[src/drive_parameter_setup_consts.svh]
`ifndef DRIVE_PARAMETER_SETUP_CONSTS_SVH
`define DRIVE_PARAMETER_SETUP_CONSTS_SVH

`define CLK_PERIOD_NS 10

// step pulse width, hard disk: one unit per group of seven codes
`define STEP_WIDTH_UNIT_NS 6800
`define STEP_WIDTH_UNIT_CYC (`STEP_WIDTH_UNIT_NS / `CLK_PERIOD_NS)
`define STEP_WIDTH_GROUP 7
`define STEP_WIDTH_MAX_UNITS 32

// step pulse width, floppy: roughly one microsecond per code
`define FLOPPY_WIDTH_UNIT_NS 1000
`define FLOPPY_WIDTH_UNIT_CYC (`FLOPPY_WIDTH_UNIT_NS / `CLK_PERIOD_NS)
`define FLOPPY_WIDTH_MIN_CODE 17

`define STEP_PERIOD_UNIT_US 50
`define STEP_PERIOD_UNIT_CYC (`STEP_PERIOD_UNIT_US * 1000 / `CLK_PERIOD_NS)
`define FIXED_PERIOD_NS 13000
`define FIXED_PERIOD_CYC (`FIXED_PERIOD_NS / `CLK_PERIOD_NS)
`define FLOPPY_INTERVAL_UNIT_MS 1
`define FLOPPY_INTERVAL_UNIT_CYC \
  (`FLOPPY_INTERVAL_UNIT_MS * 1000000 / `CLK_PERIOD_NS)
`define SEEK_TIMEOUT_MS 700
`define SEEK_TIMEOUT_CYC (`SEEK_TIMEOUT_MS * 1000000 / `CLK_PERIOD_NS)

`define SET_PARAMS_OPCODE 8'hC2
`define CMD_BYTES 6
`define PARAM_BYTES 10
`define STEP_MODE_FIXED 8'h04
`define SEEK_NO_WAIT_BIT 6

// byte 9 first, byte 0 last
`define HD_DEFAULTS {8'h00, 8'h00, 8'h00, 8'h7F, 8'h98, 8'h00, 8'h03, \
  8'h00, 8'h3C, 8'h0B}
`define FLOPPY_DEFAULTS {8'h00, 8'h00, 8'h80, 8'h0B, 8'h00, 8'hCD, \
  8'h16, 8'h4F, 8'h07, 8'h02}

`define REG_CONTROL 8'h00
`define REG_SEEK 8'h04
`define REG_STATUS 8'h08
`define REG_IRQ_STATUS 8'h0C
`define REG_IRQ_ENABLE 8'h10
`define REG_IRQ_CLEAR 8'h14
`define REG_PARAM_SEL 8'h18
`define REG_PARAM_DATA 8'h1C

`define SEEK_UNIT_LSB 0
`define SEEK_HEAD_LSB 4
`define SEEK_CYL_LSB 16

`define IRQ_LOADED 0
`define IRQ_REJECT 1
`define IRQ_SEEK_DONE 2
`define IRQ_TIMEOUT 3
`define IRQ_RANGE 4

`define RESP_OKAY 2'h0
`define RESP_SLVERR 2'h2

`endif

[src/drive_parameter_setup_pkg.sv]
package drive_parameter_setup_pkg;

  typedef enum logic [1:0] {
    C_INIT = 2'h0,
    C_CMD = 2'h1,
    C_DATA = 2'h3
  } cmd_state_t;

  typedef enum logic [1:0] {
    S_IDLE = 2'h0,
    S_GAP = 2'h1,
    S_PULSE = 2'h3,
    S_WAIT = 2'h2
  } seek_state_t;

  typedef logic [9:0][7:0] param_set_t;

  typedef struct packed {
    logic req_s1;
    logic req_s2;
    logic cd_s1;
    logic cd_s2;
    logic [7:0] dat_s1;
    logic [7:0] dat_s2;
    logic sc_s1;
    logic sc_s2;
    logic [1:0] sw_s1;
    logic [1:0] sw_s2;
    logic [1:0] init_cnt;
    cmd_state_t cmd_st;
    logic [3:0] byte_cnt;
    logic cmd_bad;
    logic [2:0] cmd_unit;
    param_set_t stage;
    logic [7:0][9:0][7:0] params;
    logic [1:0] floppy;
    logic host_ack;
    seek_state_t seek_st;
    logic [2:0] seek_unit;
    logic [3:0] seek_head;
    logic [7:0][9:0] cyl;
    logic [9:0] remaining;
    logic dir;
    logic step;
    logic [26:0] tmr;
    logic [26:0] tout;
    logic rwc;
    logic ext_heads;
    logic [6:0] param_sel;
    logic [4:0] irq_stat;
    logic [4:0] irq_en;
    logic irq;
    logic aw_full;
    logic [7:0] awaddr_q;
    logic w_full;
    logic [31:0] wdata_q;
    logic [3:0] wstrb_q;
    logic awready;
    logic wready;
    logic bvalid;
    logic [1:0] bresp;
    logic arready;
    logic rvalid;
    logic [31:0] rdata;
    logic [1:0] rresp;
  } state_t;

endpackage : drive_parameter_setup_pkg

[src/drive_parameter_setup.sv]
// Operation
// - reset loads hard-disk defaults for every unit
// - command opcode C2, unit in byte 1
// - collect exactly ten data-phase parameter bytes
// - separate parameter set kept per unit
// - switches make units 0/1 floppy
// - hard-disk default bytes as listed
// - byte 0 step width, 6.8 us groups
// - byte 1 step gap, 50 us units
// - byte 2 mode 4 fixed 13 us
// - byte 3 highest head address limits heads
// - bytes 4/5 give maximum cylinder
// - byte 6 reduced write current cylinder
// - extended heads reuse reduce-current line
// - byte 7 bit 6 skips seek-complete wait
// - seek over 700 ms flags error
// - floppy default bytes as listed
// - floppy byte 1 interval in ms
`timescale 1ns/10ps
`include "drive_parameter_setup_consts.svh"

module drive_parameter_setup
  import drive_parameter_setup_pkg::*;
#(
  parameter int STEP_PERIOD_CYC = `STEP_PERIOD_UNIT_CYC,
  parameter int INTERVAL_CYC = `FLOPPY_INTERVAL_UNIT_CYC,
  parameter int TIMEOUT_CYC = `SEEK_TIMEOUT_CYC
) (
  input wire logic clock,
  input wire logic rst_n,
  input wire logic host_req,
  input wire logic host_cd,
  input wire logic [7:0] host_data,
  output logic host_ack,
  input wire logic [1:0] floppy_switch,
  input wire logic seek_complete,
  output logic step,
  output logic step_dir,
  output logic reduce_write_current,
  output logic irq,
  input wire logic awvalid,
  output logic awready,
  input wire logic [7:0] awaddr,
  input wire logic wvalid,
  output logic wready,
  input wire logic [31:0] wdata,
  input wire logic [3:0] wstrb,
  output logic bvalid,
  input wire logic bready,
  output logic [1:0] bresp,
  input wire logic arvalid,
  output logic arready,
  input wire logic [7:0] araddr,
  output logic rvalid,
  input wire logic rready,
  output logic [31:0] rdata,
  output logic [1:0] rresp
);

  state_t st;
  state_t next;

  logic take;
  logic wr_fire;
  logic seek_req;
  logic [4:0] set_ev;
  logic [4:0] clr;
  param_set_t cur_p;
  logic cur_flop;
  logic [2:0] req_unit;
  logic [3:0] req_head;
  logic [9:0] req_cyl;
  param_set_t req_p;
  logic req_flop;
  logic [9:0] max_cyl;
  logic head_ok;
  logic [31:0] rd_val;
  logic rd_err;

  function automatic logic [26:0] width_cyc(input logic [7:0] code,
                                            input logic flop);
    logic [5:0] units;
    units = 6'(code / 8'(`STEP_WIDTH_GROUP)) + 6'h01;
    if (units > 6'(`STEP_WIDTH_MAX_UNITS)) begin
      units = 6'(`STEP_WIDTH_MAX_UNITS);
    end
    if (flop) begin
      width_cyc = 27'((code < 8'(`FLOPPY_WIDTH_MIN_CODE) ?
        8'(`FLOPPY_WIDTH_MIN_CODE) : code) * `FLOPPY_WIDTH_UNIT_CYC);
    end else begin
      width_cyc = 27'(units * `STEP_WIDTH_UNIT_CYC);
    end
  endfunction : width_cyc

  function automatic logic [26:0] gap_cyc(input logic [7:0] code,
                                          input logic [7:0] mode,
                                          input logic flop,
                                          input int unit_cyc,
                                          input int ms_cyc);
    if (flop) begin
      // code 0 stands for 256 ms
      gap_cyc = 27'((code == 8'h00 ? 9'h100 : {1'h0, code}) * ms_cyc);
    end else if (mode == `STEP_MODE_FIXED) begin
      gap_cyc = 27'(`FIXED_PERIOD_CYC);
    end else begin
      gap_cyc = 27'((code == 8'h00 ? 8'h01 : code) * unit_cyc);
    end
  endfunction : gap_cyc

  always_comb begin
    next = st;
    set_ev = 5'h00;
    clr = 5'h00;
    seek_req = 1'b0;
    rd_val = 32'h0000_0000;
    rd_err = 1'b0;
    cur_p = st.params[st.seek_unit];
    cur_flop = (st.seek_unit[2:1] == 2'h0) && st.floppy[st.seek_unit[0]];
    req_unit = st.wdata_q[`SEEK_UNIT_LSB +: 3];
    req_head = st.wdata_q[`SEEK_HEAD_LSB +: 4];
    req_cyl = st.wdata_q[`SEEK_CYL_LSB +: 10];
    req_p = st.params[req_unit];
    req_flop = (req_unit[2:1] == 2'h0) && st.floppy[req_unit[0]];

    // pin synchronisers
    next.req_s1 = host_req;
    next.req_s2 = st.req_s1;
    next.cd_s1 = host_cd;
    next.cd_s2 = st.cd_s1;
    next.dat_s1 = host_data;
    next.dat_s2 = st.dat_s1;
    next.sc_s1 = seek_complete;
    next.sc_s2 = st.sc_s1;
    next.sw_s1 = floppy_switch;
    next.sw_s2 = st.sw_s1;

    // four-phase byte handshake, held off until init is done
    take = st.req_s2 && !st.host_ack && st.cmd_st != C_INIT;
    if (take) begin
      next.host_ack = 1'b1;
    end else if (!st.req_s2) begin
      next.host_ack = 1'b0;
    end

    unique case (st.cmd_st)
      C_INIT: begin
        next.init_cnt = st.init_cnt + 2'h1;
        if (st.init_cnt == 2'h3) begin
          for (int u = 0; u < 2; u++) begin
            if (st.sw_s2[u]) begin
              next.params[u] = `FLOPPY_DEFAULTS;
            end
          end
          next.floppy = st.sw_s2;
          next.cmd_st = C_CMD;
        end
      end
      C_CMD: begin
        if (take && !st.cd_s2) begin
          set_ev[`IRQ_REJECT] = 1'b1;
        end else if (take) begin
          if (st.byte_cnt == 4'h0) begin
            next.cmd_bad = st.dat_s2 != `SET_PARAMS_OPCODE;
          end
          if (st.byte_cnt == 4'h1) begin
            next.cmd_unit = st.dat_s2[7:5];
          end
          next.byte_cnt = st.byte_cnt + 4'h1;
          if (st.byte_cnt == 4'(`CMD_BYTES - 1)) begin
            next.byte_cnt = 4'h0;
            if (st.cmd_bad) begin
              set_ev[`IRQ_REJECT] = 1'b1;
            end else begin
              next.cmd_st = C_DATA;
            end
          end
        end
      end
      C_DATA: begin
        if (take && st.cd_s2) begin
          // command byte mid-data: abort and restart the block
          set_ev[`IRQ_REJECT] = 1'b1;
          next.cmd_bad = st.dat_s2 != `SET_PARAMS_OPCODE;
          next.byte_cnt = 4'h1;
          next.cmd_st = C_CMD;
        end else if (take) begin
          next.stage[st.byte_cnt] = st.dat_s2;
          next.byte_cnt = st.byte_cnt + 4'h1;
          if (st.byte_cnt == 4'(`PARAM_BYTES - 1)) begin
            next.params[st.cmd_unit] = next.stage;
            set_ev[`IRQ_LOADED] = 1'b1;
            next.byte_cnt = 4'h0;
            next.cmd_st = C_CMD;
          end
        end
      end
      default: begin
        next.cmd_st = C_INIT;
      end
    endcase

    // register bus, write side
    if (awvalid && st.awready) begin
      next.aw_full = 1'b1;
      next.awaddr_q = {awaddr[7:2], 2'h0};
    end
    if (wvalid && st.wready) begin
      next.w_full = 1'b1;
      next.wdata_q = wdata;
      next.wstrb_q = wstrb;
    end
    if (st.bvalid && bready) begin
      next.bvalid = 1'b0;
      next.aw_full = 1'b0;
      next.w_full = 1'b0;
    end
    wr_fire = st.aw_full && st.w_full && !st.bvalid;
    if (wr_fire) begin
      next.bvalid = 1'b1;
      next.bresp = `RESP_OKAY;
      case (st.awaddr_q)
        `REG_CONTROL: begin
          if (st.wstrb_q[0]) begin
            next.ext_heads = st.wdata_q[0];
          end
        end
        `REG_SEEK: begin
          seek_req = st.wstrb_q == 4'hF;
        end
        `REG_IRQ_ENABLE: begin
          if (st.wstrb_q[0]) begin
            next.irq_en = st.wdata_q[4:0];
          end
        end
        `REG_IRQ_CLEAR: begin
          if (st.wstrb_q[0]) begin
            clr = st.wdata_q[4:0];
          end
        end
        `REG_PARAM_SEL: begin
          if (st.wstrb_q[0]) begin
            next.param_sel = st.wdata_q[6:0];
          end
        end
        `REG_STATUS, `REG_IRQ_STATUS, `REG_PARAM_DATA: begin
        end
        default: begin
          next.bresp = `RESP_SLVERR;
        end
      endcase
    end
    next.awready = !next.aw_full;
    next.wready = !next.w_full;

    // seek request, ignored while a seek runs
    max_cyl = req_flop ? {2'h0, req_p[2]} : {req_p[4][1:0], req_p[5]};
    head_ok = req_flop ? (req_head <= 4'h1) :
      (req_head <= req_p[3][3:0] && (st.ext_heads || !req_head[3]));
    if (seek_req && st.seek_st == S_IDLE) begin
      if (req_cyl > max_cyl || !head_ok) begin
        set_ev[`IRQ_RANGE] = 1'b1;
      end else begin
        next.seek_unit = req_unit;
        next.seek_head = req_head;
        next.dir = req_cyl > st.cyl[req_unit];
        next.remaining = (req_cyl > st.cyl[req_unit]) ?
          req_cyl - st.cyl[req_unit] : st.cyl[req_unit] - req_cyl;
        next.tmr = 27'h000_0001;
        next.tout = 27'h000_0000;
        next.seek_st = S_GAP;
      end
    end

    if (st.seek_st != S_IDLE) begin
      next.tout = st.tout + 27'h000_0001;
      if (st.tout >= 27'(TIMEOUT_CYC - 1)) begin
        next.seek_st = S_IDLE;
        next.step = 1'b0;
        set_ev[`IRQ_TIMEOUT] = 1'b1;
      end else begin
        unique case (st.seek_st)
          S_IDLE: begin
          end
          S_PULSE: begin
            if (st.tmr <= 27'h000_0001) begin
              next.step = 1'b0;
              next.cyl[st.seek_unit] = st.dir ?
                st.cyl[st.seek_unit] + 10'h001 :
                st.cyl[st.seek_unit] - 10'h001;
              next.remaining = st.remaining - 10'h001;
              next.tmr = gap_cyc(cur_p[1], cur_p[2], cur_flop,
                STEP_PERIOD_CYC, INTERVAL_CYC);
              next.seek_st = S_GAP;
            end else begin
              next.tmr = st.tmr - 27'h000_0001;
            end
          end
          S_GAP: begin
            if (st.tmr > 27'h000_0001) begin
              next.tmr = st.tmr - 27'h000_0001;
            end else if (st.remaining != 10'h000) begin
              next.step = 1'b1;
              next.tmr = width_cyc(cur_p[0], cur_flop);
              next.seek_st = S_PULSE;
            end else if (!cur_flop && !cur_p[7][`SEEK_NO_WAIT_BIT]) begin
              next.seek_st = S_WAIT;
            end else begin
              next.seek_st = S_IDLE;
              set_ev[`IRQ_SEEK_DONE] = 1'b1;
            end
          end
          S_WAIT: begin
            if (st.sc_s2) begin
              next.seek_st = S_IDLE;
              set_ev[`IRQ_SEEK_DONE] = 1'b1;
            end
          end
        endcase
      end
    end

    if (cur_flop) begin
      next.rwc = 1'b0;
    end else if (st.ext_heads && cur_p[3][3:0] > 4'h7) begin
      next.rwc = st.seek_head[3];
    end else begin
      next.rwc = cur_p[6] != 8'h00 &&
        st.cyl[st.seek_unit] >= {2'h0, cur_p[6]};
    end

    // sticky status: a new event beats a clear in the same cycle
    next.irq_stat = (st.irq_stat & ~clr) | set_ev;
    next.irq = |(next.irq_stat & next.irq_en);

    // register bus, read side
    case ({araddr[7:2], 2'h0})
      `REG_CONTROL: rd_val = {31'h0000_0000, st.ext_heads};
      `REG_STATUS: rd_val = 32'({st.cyl[st.seek_unit], 6'h00, st.floppy,
        1'h0, st.seek_unit, 1'h0, st.cmd_st == C_INIT,
        st.cmd_st == C_DATA, st.seek_st != S_IDLE});
      `REG_IRQ_STATUS: rd_val = {27'h000_0000, st.irq_stat};
      `REG_IRQ_ENABLE: rd_val = {27'h000_0000, st.irq_en};
      `REG_PARAM_SEL: rd_val = {25'h000_0000, st.param_sel};
      `REG_PARAM_DATA: begin
        if (st.param_sel[3:0] < 4'(`PARAM_BYTES)) begin
          rd_val = {24'h00_0000,
            st.params[st.param_sel[6:4]][st.param_sel[3:0]]};
        end
      end
      `REG_SEEK, `REG_IRQ_CLEAR: rd_val = 32'h0000_0000;
      default: rd_err = 1'b1;
    endcase
    if (st.rvalid && rready) begin
      next.rvalid = 1'b0;
    end
    if (arvalid && st.arready) begin
      next.rvalid = 1'b1;
      next.rdata = rd_val;
      next.rresp = rd_err ? `RESP_SLVERR : `RESP_OKAY;
    end
    next.arready = !next.rvalid;
  end

  always_ff @(posedge clock or negedge rst_n) begin
    if (!rst_n) begin
      st <= '0;
      st.params <= {8{`HD_DEFAULTS}};
    end else begin
      st <= next;
    end
  end

  assign host_ack = st.host_ack;
  assign step = st.step;
  assign step_dir = st.dir;
  assign reduce_write_current = st.rwc;
  assign irq = st.irq;
  assign awready = st.awready;
  assign wready = st.wready;
  assign bvalid = st.bvalid;
  assign bresp = st.bresp;
  assign arready = st.arready;
  assign rvalid = st.rvalid;
  assign rdata = st.rdata;
  assign rresp = st.rresp;

endmodule : drive_parameter_setup

[config.mk]
export PLATFORM = sky130hd
export DESIGN_NAME = drive_parameter_setup
export DESIGN_NICKNAME = d
export VERILOG_FILES = /design/src/drive_parameter_setup_pkg.sv /design/src/drive_parameter_setup.sv
export VERILOG_INCLUDE_DIRS = /design/src
export SDC_FILE = /design/constraint.sdc
export NUM_CORES = 2
export LEC_CHECK = 0
export BUFFER_PORTS_ARGS = -buffer_cell sky130_fd_sc_hd__buf_4
export CORE_ASPECT_RATIO = 1.5
export CORE_MARGIN = 4
export CORE_UTILIZATION = 35
export DETAILED_ROUTE_END_ITERATION = 6
export GPL_TIMING_DRIVEN = 0
export PLACE_DENSITY = 0.48
export SLEW_MARGIN = 5
export SYNTH_ARGS = -nofsm -noshare
export SYNTH_HDL_FRONTEND = slang
export SYNTH_SLANG_ARGS = --single-unit
[constraint.sdc]
create_clock -name clock -period 11.4 [get_ports clock]
set_clock_uncertainty 0.2 [all_clocks]
set_input_delay 2.28 -clock clock [delete_from_list [all_inputs] [get_ports clock]]
set_output_delay 2.28 -clock clock [all_outputs]
set_load 0.03 [all_outputs]
==> impl_metrics.toml <==
[layout]
drive_above_1_share_pct = 15.3
synthToLayoutAreaGrowth_pct = 13.0
fill_cells = 15500
fin_cells = 7787
multiInputGateArea_sq_mm = 0.0275
num-nets-final = 5940
seqCellArea_sq_mm = 0.0250

[placed_design]
port_buffers = 85
placed_cells = 7582
hpwl_microns = 171000
gp_congestion = 0.936
post-place-ws_ns = 0.483

[logic_synthesis]
synth_cells = 5406
yosys.area.top_type = "dfrtp_1"
synth_top_family_by_area = "compound AO/OA/AOI/OAI gates"
ys.flop_type = "dfrtp_1"
ys_ff_latch = 990
synthXorXnorAreaFrac_pct = 1.28
yosysWarnings = 0
synthesis.area_sq_mm = 0.0548
async_flop_share_pct = 100
synth_compound_area_share_pct = 15.3
synthTopCellsByArea = "dfrtp_1 38%, mux4_2 11%, dfstp_2 7.3%, nand2_1 5.8%, o21ai_0 5.1%"
synthAdderAreaFrac_pct = 5.91
ys_seq_area_share_pct = 45.6
synth.cells.most_frequent = "849 x nand2_1, 838 x dfrtp_1, 563 x o21ai_0"
synthSimpleGateAreaFrac_pct = 12.7
synth_edf_count = 0
netlist.area_leader.share_pct = 38.3
synth.avg_cell_area_sq_um = 10.1
ys_types = 101
synthMuxAreaShare_pct = 14.9
synth.most_common_cell = "nand2_1"

[route]
viasPerCell = 5.82
ant_nets = 0
drc = 0
num_vias = 45300
initialDrtViolationCount = 3850
post_drt_wl_per_cell_microns = 29.8
wirelength_microns = 232000
drtPass1Iterations = 7

[die]
die_y_microns = 493
core_sq_mm = 0.155
io_pins = 118
start_util_pct = 35.2
num_rows = 177
die_x_microns = 331
die_area_sq_mm = 0.163

[timing]
max_slew_margin_pct = 1.53
holdWs_ns = 0.141
fin_ws_ns = 0.753
finalSetupViolCount = 0
slew_viol_final = 0
worstMarginPinSlew_ns = 1.48
rsz0062_at_grt = "no"
fin_crit_ns = 10.65
hold_violations = 0
fmax_mhz = 93.9
finalCritPeriodShare_pct = 93.4

[global_routing]
grt_pass1_vias = 45600
grt_overflow = 0
use_met3_pct = 4.80
met1_usage_pct = 32.7
grt-busiest-layer = "met2"
grt_use_total_pct = 28.2
grt_max_degree = 170
grtUsageMet2_pct = 48.1
grt_first_pass_wirelength_microns = 333000
antenna_found_initial = 9

[setup_path]
cp_common_cell = "o21ai_0"
critical_path_class = "register to register"
cp-end-kind = "register"
crit_arrival_ns = 11.14
crit_path_max_fanout = 10
crit_path_start_kind = "register"
critPathMaxStageDelay_ns = 0.77
critical_path_required_ns = 11.89
worst_path_max_delay_cell = "buf_1"

[pwr]
power_density_mw_per_mm2 = 152
p_leak_nw = 26.2
peakVddDrop_uv = 128

[clocking]
clk_path_buf_depth = 3
cts_tree = "built"
cts_made_buffers = 104
clkSinkCount = 990
clk_pin_slew_ns = 0.07
htreeDepth = 3
root_buffer = "clkbuf_16"
clkLatencyLatePin_ns = 0.76

[min_path]
hp-class = "register to register"

[status]
status = "complete, no violations"

[flow_run]
max_cap_violations = 0
## critical path: cells and delay by family (launching register included)
kind	cells	cell delay, ns
buffers and inverters	10	3.22
AOI/OAI and AO/OA	14	2.89
and+or+nand+nor	5	0.99
DFF	1	0.45
xor gates and xnor gates	1	0.15
adders and majority gates	6	2.26
muxes	1	0.39
## power breakdown
| part | switching [mW] | internal [mW] |
|---|---|---|
| sequential | 0.105 | 3.63 |
| combinational | 1.42 | 0.741 |
| clock | 1.59 | 1.94 |
| total | 3.12 | 6.31 |
## path summary, 6_finish.rpt
path,endpoint,start,cells past startpoint,slack [ns]
max in group asynchronous,st[164],rst_n,5,6.77
hold reg to reg,st[1010],next[1010],0,0.14
setup / recovery,st[158],st[257],37,0.75
min in group asynchronous,st[731],rst_n,2,1.51
hold / removal,st[1010],next[1010],0,0.14
setup reg to reg,st[158],st[257],37,0.75
## cell type report
cell class	instances	share of cell area (%)
Sequential cell	990	40.3
Tap cell	2058	4.16
Multi-Input combinational cell	3841	44.5
Timing Repair Buffer	105	1.59
Clock inverter	36	0.533
Antenna cell	6	0.0242
Inverter	184	1.12
Buffer	407	2.80
Clock buffer	160	4.99
## placed cells by master (no fill, tap or decap), drive strengths merged, types with 28 or more instances in the layout
cell type  instances
clkbuf           477
mux2              75
o21ai            565
inv              187
clkinv            28
a21o              29
mux2i            151
nand3             61
nor3              51
ha               195
dfrtp            838
buf              195
mux4             257
o31ai            129
fa                40
xor2              28
nor2             474
a21oi            356
dfstp            152
a22oi             66
xnor2             52
nand2            849
## metal layers
layer / vias to the layer above / wire length [microns]
met5: - / 23
met4: 4 / 18300
met3: 586 / 15000
met2: 1908 / 114000
met1: 23000 / 84800
li1: 19800 / -
## sequential cells by signal, summed over array words and instances (netlist names), 3 cells and up
signal	flops
rdata	20
st	928
req_head	4
req_unit	3
req_cyl	10
next	13
## metrics by stage
| step | cell area, sq um | TNS, ns | util, % | total power [mW] |
|---|---|---|---|---|
| final | 61900 | 0 | 39.8 | 9.43 |
| after global routing | 61900 | 0 | 39.8 | 9.74 |
| after CTS | 61900 | 0 | 39.8 | 9.47 |
| after detailed placement | 58500 | 0 | 37.6 | 5.95 |
| after global placement | 58100 | -3845.14 | 37.4 | 5.92 |
| after floorplan | 54900 | 0 | - | 5.03 |
## cells by family (layout without fill, tap and decap cells)
logic type,count (synthesis),count (layout)
buffers and inverters,591,892
AO/OA/AOI/OAI,1389,1389
AND/OR/NAND/NOR,1637,1637
flip-flops,990,990
XOR/XNOR,80,80
multiplexers,483,483
other,1,23
adder cells (fa/ha/maj),235,235
## repair_timing
item                       4_1_cts  5_1_grt
setup buffers                    0        3
resized for setup                0        3
setup endpoints to repair        0        2
hold buffers                     0        0
(Power assumes the default switching activity.)
